--- config.mk ---
export PLATFORM = sky130hd
export DESIGN_NAME = acf_config_formatter
export DESIGN_NICKNAME = d
export VERILOG_FILES = /design/src/pkg/acf_pkg.sv /design/src/rtl/acf_serial_rx.sv /design/src/rtl/acf_config_formatter.sv
export SDC_FILE = /design/constraint.sdc
export NUM_CORES = 1
export LEC_CHECK = 0
export BUFFER_PORTS_ARGS = -buffer_cell sky130_fd_sc_hd__buf_2
export CAP_MARGIN = 20
export CORE_MARGIN = 2
export CORE_UTILIZATION = 55
export DETAILED_ROUTE_END_ITERATION = 10
export HOLD_SLACK_MARGIN = 0.02
export PLACE_DENSITY_LB_ADDON = 0.3
export SLEW_MARGIN = 20
export SYNTH_ARGS = -nofsm -noshare
export SYNTH_HDL_FRONTEND = slang
export SYNTH_SLANG_ARGS = --single-unit
--- constraint.sdc ---
create_clock -name I_REF_CLK -period 5.15 [get_ports I_REF_CLK]
set_input_delay 0.515 -clock I_REF_CLK [delete_from_list [all_inputs] [get_ports I_REF_CLK]]
set_output_delay 0.515 -clock I_REF_CLK [all_outputs]
set_load 0.01 [all_outputs]
--- src/pkg/acf_pkg.sv ---
// Constants shared by the serial configuration bank and the output formatter.
package acf_pkg;

  // Serial word layout: address first, then data, one write per word.
  localparam int ADDR_W = 5;
  localparam int REG_W = 11;
  localparam int WORD_W = ADDR_W + REG_W;

  // Register addresses.
  localparam logic [4:0] ADDR_POWER = 5'h00;
  localparam logic [4:0] ADDR_TIMING = 5'h04;
  localparam logic [4:0] ADDR_ORDER = 5'h09;
  localparam logic [4:0] ADDR_PATTERN = 5'h0A;
  localparam logic [4:0] ADDR_USER_LO = 5'h0B;
  localparam logic [4:0] ADDR_USER_HI = 5'h0C;
  localparam logic [4:0] ADDR_LVDS = 5'h0E;
  localparam logic [4:0] ADDR_DRIVE = 5'h0F;

  // Every register comes out of reset as all zeros.
  localparam logic [10:0] REG_RESET = 11'h000;

  // Power, reset and interface control fields.
  localparam int BIT_STANDBY = 0;
  localparam int BIT_STROBE_OFF = 2;
  localparam int BIT_SOFT_RESET = 4;
  localparam int BIT_REF_EXT = 5;
  localparam int BIT_IF_LVDS = 8;
  localparam int BIT_COARSE_GAIN = 9;
  localparam int BIT_OUTPUTS_OFF = 10;

  // Output timing fields.
  localparam int BIT_STROBE_POSN = 8;
  localparam int BIT_CAPTURE_FALL = 9;
  localparam int BIT_DATA_POSN = 10;

  // Bit order, format and pattern fields.
  localparam int BIT_BYTE_WISE = 10;
  localparam int BIT_STRAIGHT_BIN = 10;
  localparam int PATTERN_LSB = 5;
  localparam int PATTERN_W = 3;
  localparam int USER_LO_LSB = 4;
  localparam int USER_LO_W = 7;
  localparam int USER_HI_LSB = 0;
  localparam int USER_HI_W = 5;
  localparam int FINE_GAIN_LSB = 8;
  localparam int FINE_GAIN_W = 3;
  localparam int LVDS_CFG_LSB = 0;
  localparam int LVDS_CFG_W = 10;
  localparam int DRIVE_LSB = 4;
  localparam int DRIVE_W = 4;

  // Test pattern codes.
  localparam logic [2:0] PAT_ADC = 3'h0;
  localparam logic [2:0] PAT_ZEROS = 3'h1;
  localparam logic [2:0] PAT_ONES = 3'h2;
  localparam logic [2:0] PAT_TOGGLE = 3'h3;
  localparam logic [2:0] PAT_RAMP = 3'h4;
  localparam logic [2:0] PAT_USER = 3'h5;

  // Fixed pattern words.
  localparam logic [13:0] WORD_ONES = 14'h3FFF;
  localparam logic [13:0] WORD_TOGGLE_A = 14'h2AAA;
  localparam logic [13:0] WORD_TOGGLE_B = 14'h1555;

  // Strobe delay: 400 ps, rounded up to whole reference clock cycles.
  localparam longint REF_CLK_HZ = 20_000_000;
  localparam longint STROBE_DELAY_PS = 400;
  localparam longint PS_PER_S = 1_000_000_000_000;
  localparam longint STROBE_DELAY_RAW = (STROBE_DELAY_PS * REF_CLK_HZ + PS_PER_S - 1) / PS_PER_S;
  localparam int STROBE_DELAY_CYC = (STROBE_DELAY_RAW < 1) ? 1 : int'(STROBE_DELAY_RAW);

endpackage : acf_pkg

--- src/rtl/acf_serial_rx.sv ---
// Three-wire serial receiver that turns each 16-bit word into one register write.
`timescale 1ns/10ps
`default_nettype none

module acf_serial_rx
  import acf_pkg::*;
(
  // Clock and reset
  input wire logic clk,
  input wire logic rst_n,
  // Serial pins, asynchronous to clk
  input wire logic i_sel_n,
  input wire logic i_sclk,
  input wire logic i_serial_in_line,
  // Decoded write
  output logic o_valid,
  output logic [ADDR_W-1:0] o_addr,
  output logic [REG_W-1:0] o_data
);

  logic [2:0] sync_m;
  logic [2:0] sync_s;
  logic sclk_d;
  logic [WORD_W-2:0] shift;
  logic [3:0] count;
  logic next_valid;
  logic [ADDR_W-1:0] next_addr;
  logic [REG_W-1:0] next_data;
  logic [WORD_W-2:0] next_shift;
  logic [3:0] next_count;
  logic sclk_fall;

  // Only the second stage and its delayed copy feed the edge detector.
  assign sclk_fall = sclk_d & ~sync_s[1];

  always_comb begin
    next_valid = 1'b0;
    next_addr = o_addr;
    next_data = o_data;
    next_shift = shift;
    next_count = count;
    if (sync_s[2]) begin
      next_count = 4'h0;
    end else if (sclk_fall) begin
      next_shift = {shift[WORD_W-3:0], sync_s[0]};
      next_count = count + 4'h1;
      if (count == 4'hF) begin
        next_valid = 1'b1;
        next_addr = shift[WORD_W-2:REG_W-1];
        next_data = {shift[REG_W-2:0], sync_s[0]};
      end
    end
  end

  always_ff @(posedge clk or negedge rst_n) begin
    if (!rst_n) begin
      // Both stages reset to the idle pins (select high, clock low), so no false clock edge follows reset.
      sync_m <= 3'h4;
      sync_s <= 3'h4;
      sclk_d <= 1'b0;
      shift <= '0;
      count <= 4'h0;
      o_valid <= 1'b0;
      o_addr <= '0;
      o_data <= '0;
    end else begin
      sync_m <= {i_sel_n, i_sclk, i_serial_in_line};
      sync_s <= sync_m;
      sclk_d <= sync_s[1];
      shift <= next_shift;
      count <= next_count;
      o_valid <= next_valid;
      o_addr <= next_addr;
      o_data <= next_data;
    end
  end

endmodule : acf_serial_rx

`default_nettype wire

--- src/rtl/acf_config_formatter.sv ---
// Serial configuration bank and formatted sample output with strobe.
//
// Functional notes
// - Each serial word is 5 address bits then 11 data bits, one write.
// - All fields of one register written together take effect together.
// - Register 00 bit 0 puts only the converter core into standby.
// - Register 00 bit 2 powers down and tri-states the strobe only.
// - Register 00 bit 4 resets all registers; the bit self-clears.
// - Register 00 bit 10 disables both data and strobe output buffers.
// - Register 04 bit 8 delays the output strobe by 400 ps, rounded up to one reference clock cycle.
// - Strobe and data position bits are zero after reset, default timing.
// - Register 04 bit 9 picks the capture edge: zero rising, one falling.
// - Register 04 bit 10 delays data transitions by half a sample cycle.
// - Bit-wise DDR: even bits on strobe rising edge, odd on falling.
// - Byte-wise DDR: lower bit group on rising edge, upper on falling.
// - Pattern code 000 outputs converter samples; codes 110 and 111 unused.
// - Code 001 outputs all zeros; code 010 outputs all ones.
// - Code 011 alternates between 0x2AAA and 0x1555 each sample.
// - Code 100 outputs a ramp rising by one per sample, wrapping.
// - Code 101 outputs the user pattern.
// - User pattern: lower 7 bits from register 0B, next 5 from 0C, top 2 bits zero.
// - Register 0A bit 10: zero two's complement, one straight binary.
`timescale 1ns/10ps
`default_nettype none

module acf_config_formatter
  import acf_pkg::*;
#(
  parameter int DATA_W = 14
)
(
  // Clock and reset
  input wire logic I_REF_CLK,
  input wire logic I_RESETN,
  // Serial configuration port
  input wire logic I_SERIAL_SELECT_N,
  input wire logic I_SERIAL_CLK,
  input wire logic I_SERIAL_IN_LINE,
  // Sample clock and converter samples
  input wire logic I_SAMPLE_CLK,
  input wire logic [DATA_W-1:0] I_ADC_DATA,
  // Formatted output stream
  output logic [DATA_W-1:0] O_DATA,
  output logic [DATA_W/2-1:0] O_DDR_DATA,
  output logic O_DATA_OE_N,
  output logic O_OUTPUT_STROBE_TRUE,
  output logic O_STROBE_OE_N,
  // Static configuration
  output logic O_CORE_STANDBY,
  output logic O_REF_EXTERNAL,
  output logic O_LVDS_MODE,
  output logic O_COARSE_GAIN,
  output logic O_CAPTURE_FALLING,
  output logic [FINE_GAIN_W-1:0] O_FINE_GAIN,
  output logic [LVDS_CFG_W-1:0] O_LVDS_CONFIG,
  output logic [DRIVE_W-1:0] O_CMOS_DRIVE
);

  localparam int HALF_W = DATA_W / 2;

  if (DATA_W != 14) begin : g_width_check
    $error("DATA_W must be 14: fixed pattern words are 14 bits wide.");
  end

  // Converts a two's complement word when straight binary is selected.
  function automatic logic [DATA_W-1:0] to_format(input logic [DATA_W-1:0] w, input logic straight);
    to_format = straight ? {~w[DATA_W-1], w[DATA_W-2:0]} : w;
  endfunction : to_format

  // Configuration registers
  logic [REG_W-1:0] reg_power;
  logic [REG_W-1:0] reg_timing;
  logic [REG_W-1:0] reg_order;
  logic [REG_W-1:0] reg_pattern;
  logic [REG_W-1:0] reg_user_lo;
  logic [REG_W-1:0] reg_user_hi;
  logic [REG_W-1:0] reg_lvds;
  logic [REG_W-1:0] reg_drive;
  logic [REG_W-1:0] next_power;
  logic [REG_W-1:0] next_timing;
  logic [REG_W-1:0] next_order;
  logic [REG_W-1:0] next_pattern;
  logic [REG_W-1:0] next_user_lo;
  logic [REG_W-1:0] next_user_hi;
  logic [REG_W-1:0] next_lvds;
  logic [REG_W-1:0] next_drive;
  logic wr_valid;
  logic [ADDR_W-1:0] wr_addr;
  logic [REG_W-1:0] wr_data;

  acf_serial_rx u_serial_rx (
    .clk(I_REF_CLK),
    .rst_n(I_RESETN),
    .i_sel_n(I_SERIAL_SELECT_N),
    .i_sclk(I_SERIAL_CLK),
    .i_serial_in_line(I_SERIAL_IN_LINE),
    .o_valid(wr_valid),
    .o_addr(wr_addr),
    .o_data(wr_data)
  );

  // A whole register word lands in one cycle, so every field in it changes together.
  always_comb begin
    next_power = reg_power;
    next_timing = reg_timing;
    next_order = reg_order;
    next_pattern = reg_pattern;
    next_user_lo = reg_user_lo;
    next_user_hi = reg_user_hi;
    next_lvds = reg_lvds;
    next_drive = reg_drive;
    if (wr_valid) begin
      if (wr_addr == ADDR_POWER && wr_data[BIT_SOFT_RESET]) begin
        next_power = REG_RESET;
        next_timing = REG_RESET;
        next_order = REG_RESET;
        next_pattern = REG_RESET;
        next_user_lo = REG_RESET;
        next_user_hi = REG_RESET;
        next_lvds = REG_RESET;
        next_drive = REG_RESET;
      end else begin
        unique case (wr_addr)
          ADDR_POWER: next_power = wr_data;
          ADDR_TIMING: next_timing = wr_data;
          ADDR_ORDER: next_order = wr_data;
          ADDR_PATTERN: next_pattern = wr_data;
          ADDR_USER_LO: next_user_lo = wr_data;
          ADDR_USER_HI: next_user_hi = wr_data;
          ADDR_LVDS: next_lvds = wr_data;
          ADDR_DRIVE: next_drive = wr_data;
          default: next_power = reg_power;
        endcase
      end
    end
  end

  always_ff @(posedge I_REF_CLK or negedge I_RESETN) begin
    if (!I_RESETN) begin
      reg_power <= REG_RESET;
      reg_timing <= REG_RESET;
      reg_order <= REG_RESET;
      reg_pattern <= REG_RESET;
      reg_user_lo <= REG_RESET;
      reg_user_hi <= REG_RESET;
      reg_lvds <= REG_RESET;
      reg_drive <= REG_RESET;
    end else begin
      reg_power <= next_power;
      reg_timing <= next_timing;
      reg_order <= next_order;
      reg_pattern <= next_pattern;
      reg_user_lo <= next_user_lo;
      reg_user_hi <= next_user_hi;
      reg_lvds <= next_lvds;
      reg_drive <= next_drive;
    end
  end

  // The self-clearing reset bit is never stored, so it always reads back as zero.
  assign O_CORE_STANDBY = reg_power[BIT_STANDBY];
  assign O_REF_EXTERNAL = reg_power[BIT_REF_EXT];
  assign O_LVDS_MODE = reg_power[BIT_IF_LVDS];
  assign O_COARSE_GAIN = reg_power[BIT_COARSE_GAIN];
  assign O_CAPTURE_FALLING = reg_timing[BIT_CAPTURE_FALL];
  assign O_FINE_GAIN = reg_user_hi[FINE_GAIN_LSB +: FINE_GAIN_W];
  assign O_LVDS_CONFIG = reg_lvds[LVDS_CFG_LSB +: LVDS_CFG_W];
  assign O_CMOS_DRIVE = reg_drive[DRIVE_LSB +: DRIVE_W];

  // Sample clock and converter data synchronisers
  logic samp_m;
  logic samp_s;
  logic samp_d;
  logic [DATA_W-1:0] adc_m;
  logic [DATA_W-1:0] adc_s;
  logic samp_rise;
  logic samp_fall;

  assign samp_rise = samp_s & ~samp_d;
  assign samp_fall = samp_d & ~samp_s;

  always_ff @(posedge I_REF_CLK or negedge I_RESETN) begin
    if (!I_RESETN) begin
      samp_m <= 1'b0;
      samp_s <= 1'b0;
      samp_d <= 1'b0;
      adc_m <= '0;
      adc_s <= '0;
    end else begin
      samp_m <= I_SAMPLE_CLK;
      samp_s <= samp_m;
      samp_d <= samp_s;
      adc_m <= I_ADC_DATA;
      adc_s <= adc_m;
    end
  end

  // Bit-wise lanes: even bits of the word being launched, odd bits of the word already on the bus.
  logic [HALF_W-1:0] even_bits;
  logic [HALF_W-1:0] odd_bits;
  logic [DATA_W-1:0] held_word;
  logic [DATA_W-1:0] launch_word;

  for (genvar i = 0; i < HALF_W; i++) begin : g_bit_lanes
    assign even_bits[i] = launch_word[2*i];
    assign odd_bits[i] = held_word[2*i+1];
  end

  // Data path state
  logic [DATA_W-1:0] ramp;
  logic toggle_b;
  logic [DATA_W-1:0] core_sample;
  logic [DATA_W-1:0] next_ramp;
  logic next_toggle_b;
  logic [DATA_W-1:0] next_core_sample;
  logic [DATA_W-1:0] next_held_word;
  logic [DATA_W-1:0] staged_word;
  logic [DATA_W-1:0] next_staged_word;
  logic [DATA_W-1:0] next_data;
  logic [HALF_W-1:0] next_ddr;
  logic [DATA_W-1:0] pattern_word;
  logic [DATA_W-1:0] user_word;
  logic launch_first;
  logic launch_second;
  logic byte_wise;

  assign user_word = DATA_W'({reg_user_hi[USER_HI_LSB +: USER_HI_W],
                              reg_user_lo[USER_LO_LSB +: USER_LO_W]});
  assign byte_wise = reg_order[BIT_BYTE_WISE];
  // With the data position bit set, words launch on the falling sample edge instead.
  assign launch_first = reg_timing[BIT_DATA_POSN] ? samp_fall : samp_rise;
  assign launch_second = reg_timing[BIT_DATA_POSN] ? samp_rise : samp_fall;
  // A late launch sends the word staged at the rising edge, so no word is skipped or sent early.
  assign launch_word = reg_timing[BIT_DATA_POSN] ? staged_word : pattern_word;

  always_comb begin
    unique case (reg_pattern[PATTERN_LSB +: PATTERN_W])
      PAT_ADC: pattern_word = to_format(core_sample, reg_pattern[BIT_STRAIGHT_BIN]);
      PAT_ZEROS: pattern_word = '0;
      PAT_ONES: pattern_word = WORD_ONES;
      PAT_TOGGLE: pattern_word = toggle_b ? WORD_TOGGLE_B : WORD_TOGGLE_A;
      PAT_RAMP: pattern_word = ramp;
      PAT_USER: pattern_word = user_word;
      default: pattern_word = '0;
    endcase
  end

  always_comb begin
    next_ramp = ramp;
    next_toggle_b = toggle_b;
    next_core_sample = core_sample;
    next_held_word = held_word;
    next_staged_word = staged_word;
    next_data = O_DATA;
    next_ddr = O_DDR_DATA;
    if (samp_rise) begin
      next_staged_word = pattern_word;
      next_ramp = ramp + DATA_W'(1);
      next_toggle_b = ~toggle_b;
      // In standby the core delivers no new conversions; the last one is held.
      if (!reg_power[BIT_STANDBY]) begin
        next_core_sample = adc_s;
      end
    end
    if (launch_first) begin
      next_held_word = launch_word;
      next_data = launch_word;
      next_ddr = byte_wise ? launch_word[HALF_W-1:0] : even_bits;
    end else if (launch_second) begin
      next_ddr = byte_wise ? held_word[DATA_W-1:HALF_W] : odd_bits;
    end
  end

  always_ff @(posedge I_REF_CLK or negedge I_RESETN) begin
    if (!I_RESETN) begin
      ramp <= '0;
      toggle_b <= 1'b0;
      core_sample <= '0;
      held_word <= '0;
      staged_word <= '0;
      O_DATA <= '0;
      O_DDR_DATA <= '0;
    end else begin
      ramp <= next_ramp;
      toggle_b <= next_toggle_b;
      core_sample <= next_core_sample;
      held_word <= next_held_word;
      staged_word <= next_staged_word;
      O_DATA <= next_data;
      O_DDR_DATA <= next_ddr;
    end
  end

  // Strobe generation: the 400 ps shift is coarsened to whole reference cycles, which
  // is the finest step this single-clock design can offer.
  logic [STROBE_DELAY_CYC-1:0] strobe_pipe;
  logic strobe_base;
  logic next_strobe;
  logic next_data_oe_n;
  logic next_strobe_oe_n;

  assign strobe_base = reg_timing[BIT_STROBE_POSN] ? strobe_pipe[STROBE_DELAY_CYC-1] : samp_d;

  always_comb begin
    next_strobe = strobe_base ^ reg_timing[BIT_CAPTURE_FALL];
    next_data_oe_n = reg_power[BIT_OUTPUTS_OFF];
    next_strobe_oe_n = reg_power[BIT_OUTPUTS_OFF] | reg_power[BIT_STROBE_OFF];
  end

  always_ff @(posedge I_REF_CLK or negedge I_RESETN) begin
    if (!I_RESETN) begin
      strobe_pipe <= '0;
      O_OUTPUT_STROBE_TRUE <= 1'b0;
      O_DATA_OE_N <= 1'b0;
      O_STROBE_OE_N <= 1'b0;
    end else begin
      strobe_pipe <= STROBE_DELAY_CYC'({strobe_pipe, samp_d});
      O_OUTPUT_STROBE_TRUE <= next_strobe;
      O_DATA_OE_N <= next_data_oe_n;
      O_STROBE_OE_N <= next_strobe_oe_n;
    end
  end

endmodule : acf_config_formatter

`default_nettype wire

==> out/qor.txt <==
Antenna cell count = 0
Cell chain of the critical path = nand2b_1 > o22ai_2 > nand2b_1 > o221ai_1
Dpl cells = 817
First-pass GRT wire length = 24000 um
Met1 usage = 0.295
Min-delay worst type = input port to async pin
Max FO, Critical Path = 23
Via count of the routed design = 4773
Power per cell area = 381 nW/um^2
Average instance area after synthesis = 12.7 um^2
Setup slack of the most critical reg-to-reg path = 2300 ps
Number of buffers inserted by post-CTS setup repair = 0
FF+latch area = 4630 um^2
Relative contribution of sequential cells to total power = 0.516
Share of synthesized flip-flops with an asynchronous set or reset = 1.00
Crit path time final = 2850 ps
Highest clock rate = 351 MHz
Measured slew at the worst slew-check pin = 860 ps
Internal power consumption = 2.50 mW
Detailed Place HPWL = 10000 um
Number of distinct library cell variants in the gate-level netlist after synthesis = 53
Global routing usage on met3 = 0.0459
Netlist area before placement = 7630 um^2
Number of buffers on the longest clock path = 2
Total Negative Setup Slacks = 0 ps
Initial Util = 0.556
Count leader, synth = sky130_fd_sc_hd__dfrtp_1
Share of the core filled with cells = 0.628
Clock H-tree levels = 4
Fraction of layout cells with a size suffix above 1 = 0.302
Worst Path Class, Setup = flip-flop to flip-flop
Count of flip-flops with a built-in enable after synthesis = 0
Chip Width = 122 um
PnR Total Power = 3.29 mW
Antenna violations before repair = 0
Met2 Usage GRT = 0.326
Top-level I/O count = 66
Synth area leader = sky130_fd_sc_hd__dfrtp_1
Biggest cell delay along the critical path = 830 ps
Element type at the critical path end = flip-flop
Synth Warn # = 0
Synthesized flop and latch total = 185
Portion of total power attributed to the clock network = 0.389
Drt via density = 5.63
Largest vdd supply drop = 0.233 mV
Final setup skew = 5.83 ps
Max stage delay cell, worst path = sky130_fd_sc_hd__o22ai_2
Clock-pin slew of the registers on the worst-case setup and hold paths = 60 ps
DR WL/cell = 17.3 um
Critical Path Source Type = flip-flop
TritonCTS clock tree = done
Final instance area = 8620 um^2
Outcome = finished clean
Worst relative slew slack = 0.427
Clock latency at the later pin of the worst-skew pair = 430 ps
Synthesized instance count = 599
Most frequent CP cell = sky130_fd_sc_hd__nand2b_1
First drt pass iteration count = 5
Cell area after placement = 8020 um^2
Final number of setup-violating endpoints = 0
Total Routed Length = 14700 um
GP Congestion = 0.826
Top post-synthesis cells by count = sky130_fd_sc_hd__dfrtp_1 (183), sky130_fd_sc_hd__mux2_2 (82), sky130_fd_sc_hd__nand2_1 (70)
Cell types with the largest area share after synthesis = sky130_fd_sc_hd__dfrtp_1 (60%), sky130_fd_sc_hd__mux2_2 (12%), sky130_fd_sc_hd__nand2_1 (3.4%)
Max_cap viols = 0
Number of clock buffers inserted by TritonCTS = 17
Overall track demand over capacity in global routing = 0.212
Die ar. = 14800 um^2
Data required time of the worst path = 5480 ps
RSZ-0062 raised after global routing = false
Combinational Power Share = 0.095
Layout filler cell count = 1057
Area grow syn2layout = 12.9%
WP data arrival = 3180 ps
Clock Root Buffer = sky130_fd_sc_hd__clkbuf_16
Grt peak-use layer = met2
Row cnt = 43
Static Leak = 4.09 nW
Top FF cell, synth = sky130_fd_sc_hd__dfrtp_1
Sw frac = 0.240
Net count after synthesis = 621
Net count, final = 678
Proportion of synthesized chip area in sequential cells = 0.607
Core ar. = 13700 um^2
Fin crit share = 0.553
Net load switching power = 0.789 mW
Hold Buf Count CTS = 0
Sink Count = 185
Number of design rule violations left after detail routing = 0
Global route overflow = 0
Non-filler cells, final = 848
Maximum number of pins on one net before global-route repair = 81
DRT iter0 DRCs = 478
Post-cts gate resize count = 0
Post-DRT Antenna Nets = 0
Final-report max-slew violation count = 0
Hold Vio Cnt, Final = 0
Fraction of synthesized cell area taken by the top area cell type = 0.600
Die extent in y = 122 um
Port Buffers = 65
Via count of the first global-routing pass = 4671
Multi-input gate area in the final layout = 2810 um^2
[cell type report]
cell class,count,share of cell area
clock buffers,24,0.0571
clock inverters,7,0.0106
inverters,4,0.00174
multi-input cells,380,0.326
flip-flops and latches,185,0.538
well taps,180,0.0261
repair buffers,68,0.0411
[cell usage in the layout, fill, tap and decap left out, types with 7 or more instances in the layout]
cell type | netlist | final
sky130_fd_sc_hd__a21oi_1 | 15 | 15
sky130_fd_sc_hd__a22oi_1 | 7 | 7
sky130_fd_sc_hd__and2_1 | 10 | 10
sky130_fd_sc_hd__buf_2 | 14 | 64
sky130_fd_sc_hd__clkbuf_16 | 0 | 17
sky130_fd_sc_hd__dfrtp_1 | 183 | 183
sky130_fd_sc_hd__mux2_2 | 82 | 82
sky130_fd_sc_hd__mux2_4 | 7 | 7
sky130_fd_sc_hd__mux2i_1 | 25 | 25
sky130_fd_sc_hd__nand2_1 | 70 | 70
sky130_fd_sc_hd__nand2b_1 | 8 | 8
sky130_fd_sc_hd__nand3_1 | 10 | 10
sky130_fd_sc_hd__nor2_1 | 35 | 34
sky130_fd_sc_hd__o21ai_0 | 27 | 27
sky130_fd_sc_hd__o22ai_1 | 8 | 7
sky130_fd_sc_hd__xnor2_1 | 12 | 12
sky130_fd_sc_hd__xor2_1 | 7 | 7
[sequential cells by signal (all words and copies together) (netlist names), 11 cells and up]
signal              cells
adc_m                  14
core_sample            14
u_serial_rx.shift      15
adc_s                  14
u_serial_rx.o_data     11
held_word              14
ramp                   14
staged_word            14
[critical path, delay by kind of cell, from the launching register on]
kind / cells / cell delay, ps
AOI/OAI and AO/OA: 2 / 1090
DFF: 1 / 760
and+or+nand+nor: 2 / 910
[stage by stage]
| stage | hold slack (ps) | setup WS [ps] |
|---|---|---|
| after floorplan | 219 | 3450 |
| after global placement | 332 | 2250 |
| after detailed placement | 335 | 1890 |
| after CTS | 151 | 1870 |
| after global routing | 166 | 2030 |
| final | 96.0 | 2300 |
[power groups by stage]
stage	registers, mW	clock network [mW]	logic, mW
after detailed placement	1.72	0	0.313
after CTS	1.69	1.30	0.314
after floorplan	1.70	0	0.192
after global placement	1.71	0	0.299
after global routing	1.71	1.36	0.349
final	1.70	1.28	0.311
[worst paths after layout]
kind,cells past startpoint,startpoint,endpoint
max,4,samp_s,O_DDR_DATA[1]
min,1,I_RESETN,O_DDR_DATA[1]
max reg2reg,4,samp_s,O_DDR_DATA[1]
min reg2reg,0,adc_m[7],adc_s[7]
max in group asynchronous,2,I_RESETN,u_serial_rx.o_valid
min in group I_REF_CLK,1,I_SERIAL_SELECT_N,u_serial_rx.sync_m[2]
[layer usage]
layer	share of wire	vias up
met3	0.043	30
met4	0.023	0
met2	0.47	141
met1	0.46	2376
met5	0	-
li1	-	2226
[cell families (layout without fill, tap and decap cells)]
family / count (synthesis) / after routing / share of synthesized area
compound gates: 89 / 89 / 0.0766
xor+xnor: 19 / 19 / 0.0218
fa+ha+maj: 2 / 2 / 0.00328
buf+inv: 34 / 103 / 0.0262
flops: 185 / 185 / 0.607
mux: 114 / 114 / 0.168
simple gates: 156 / 156 / 0.0974
(Power assumes the default switching activity.)
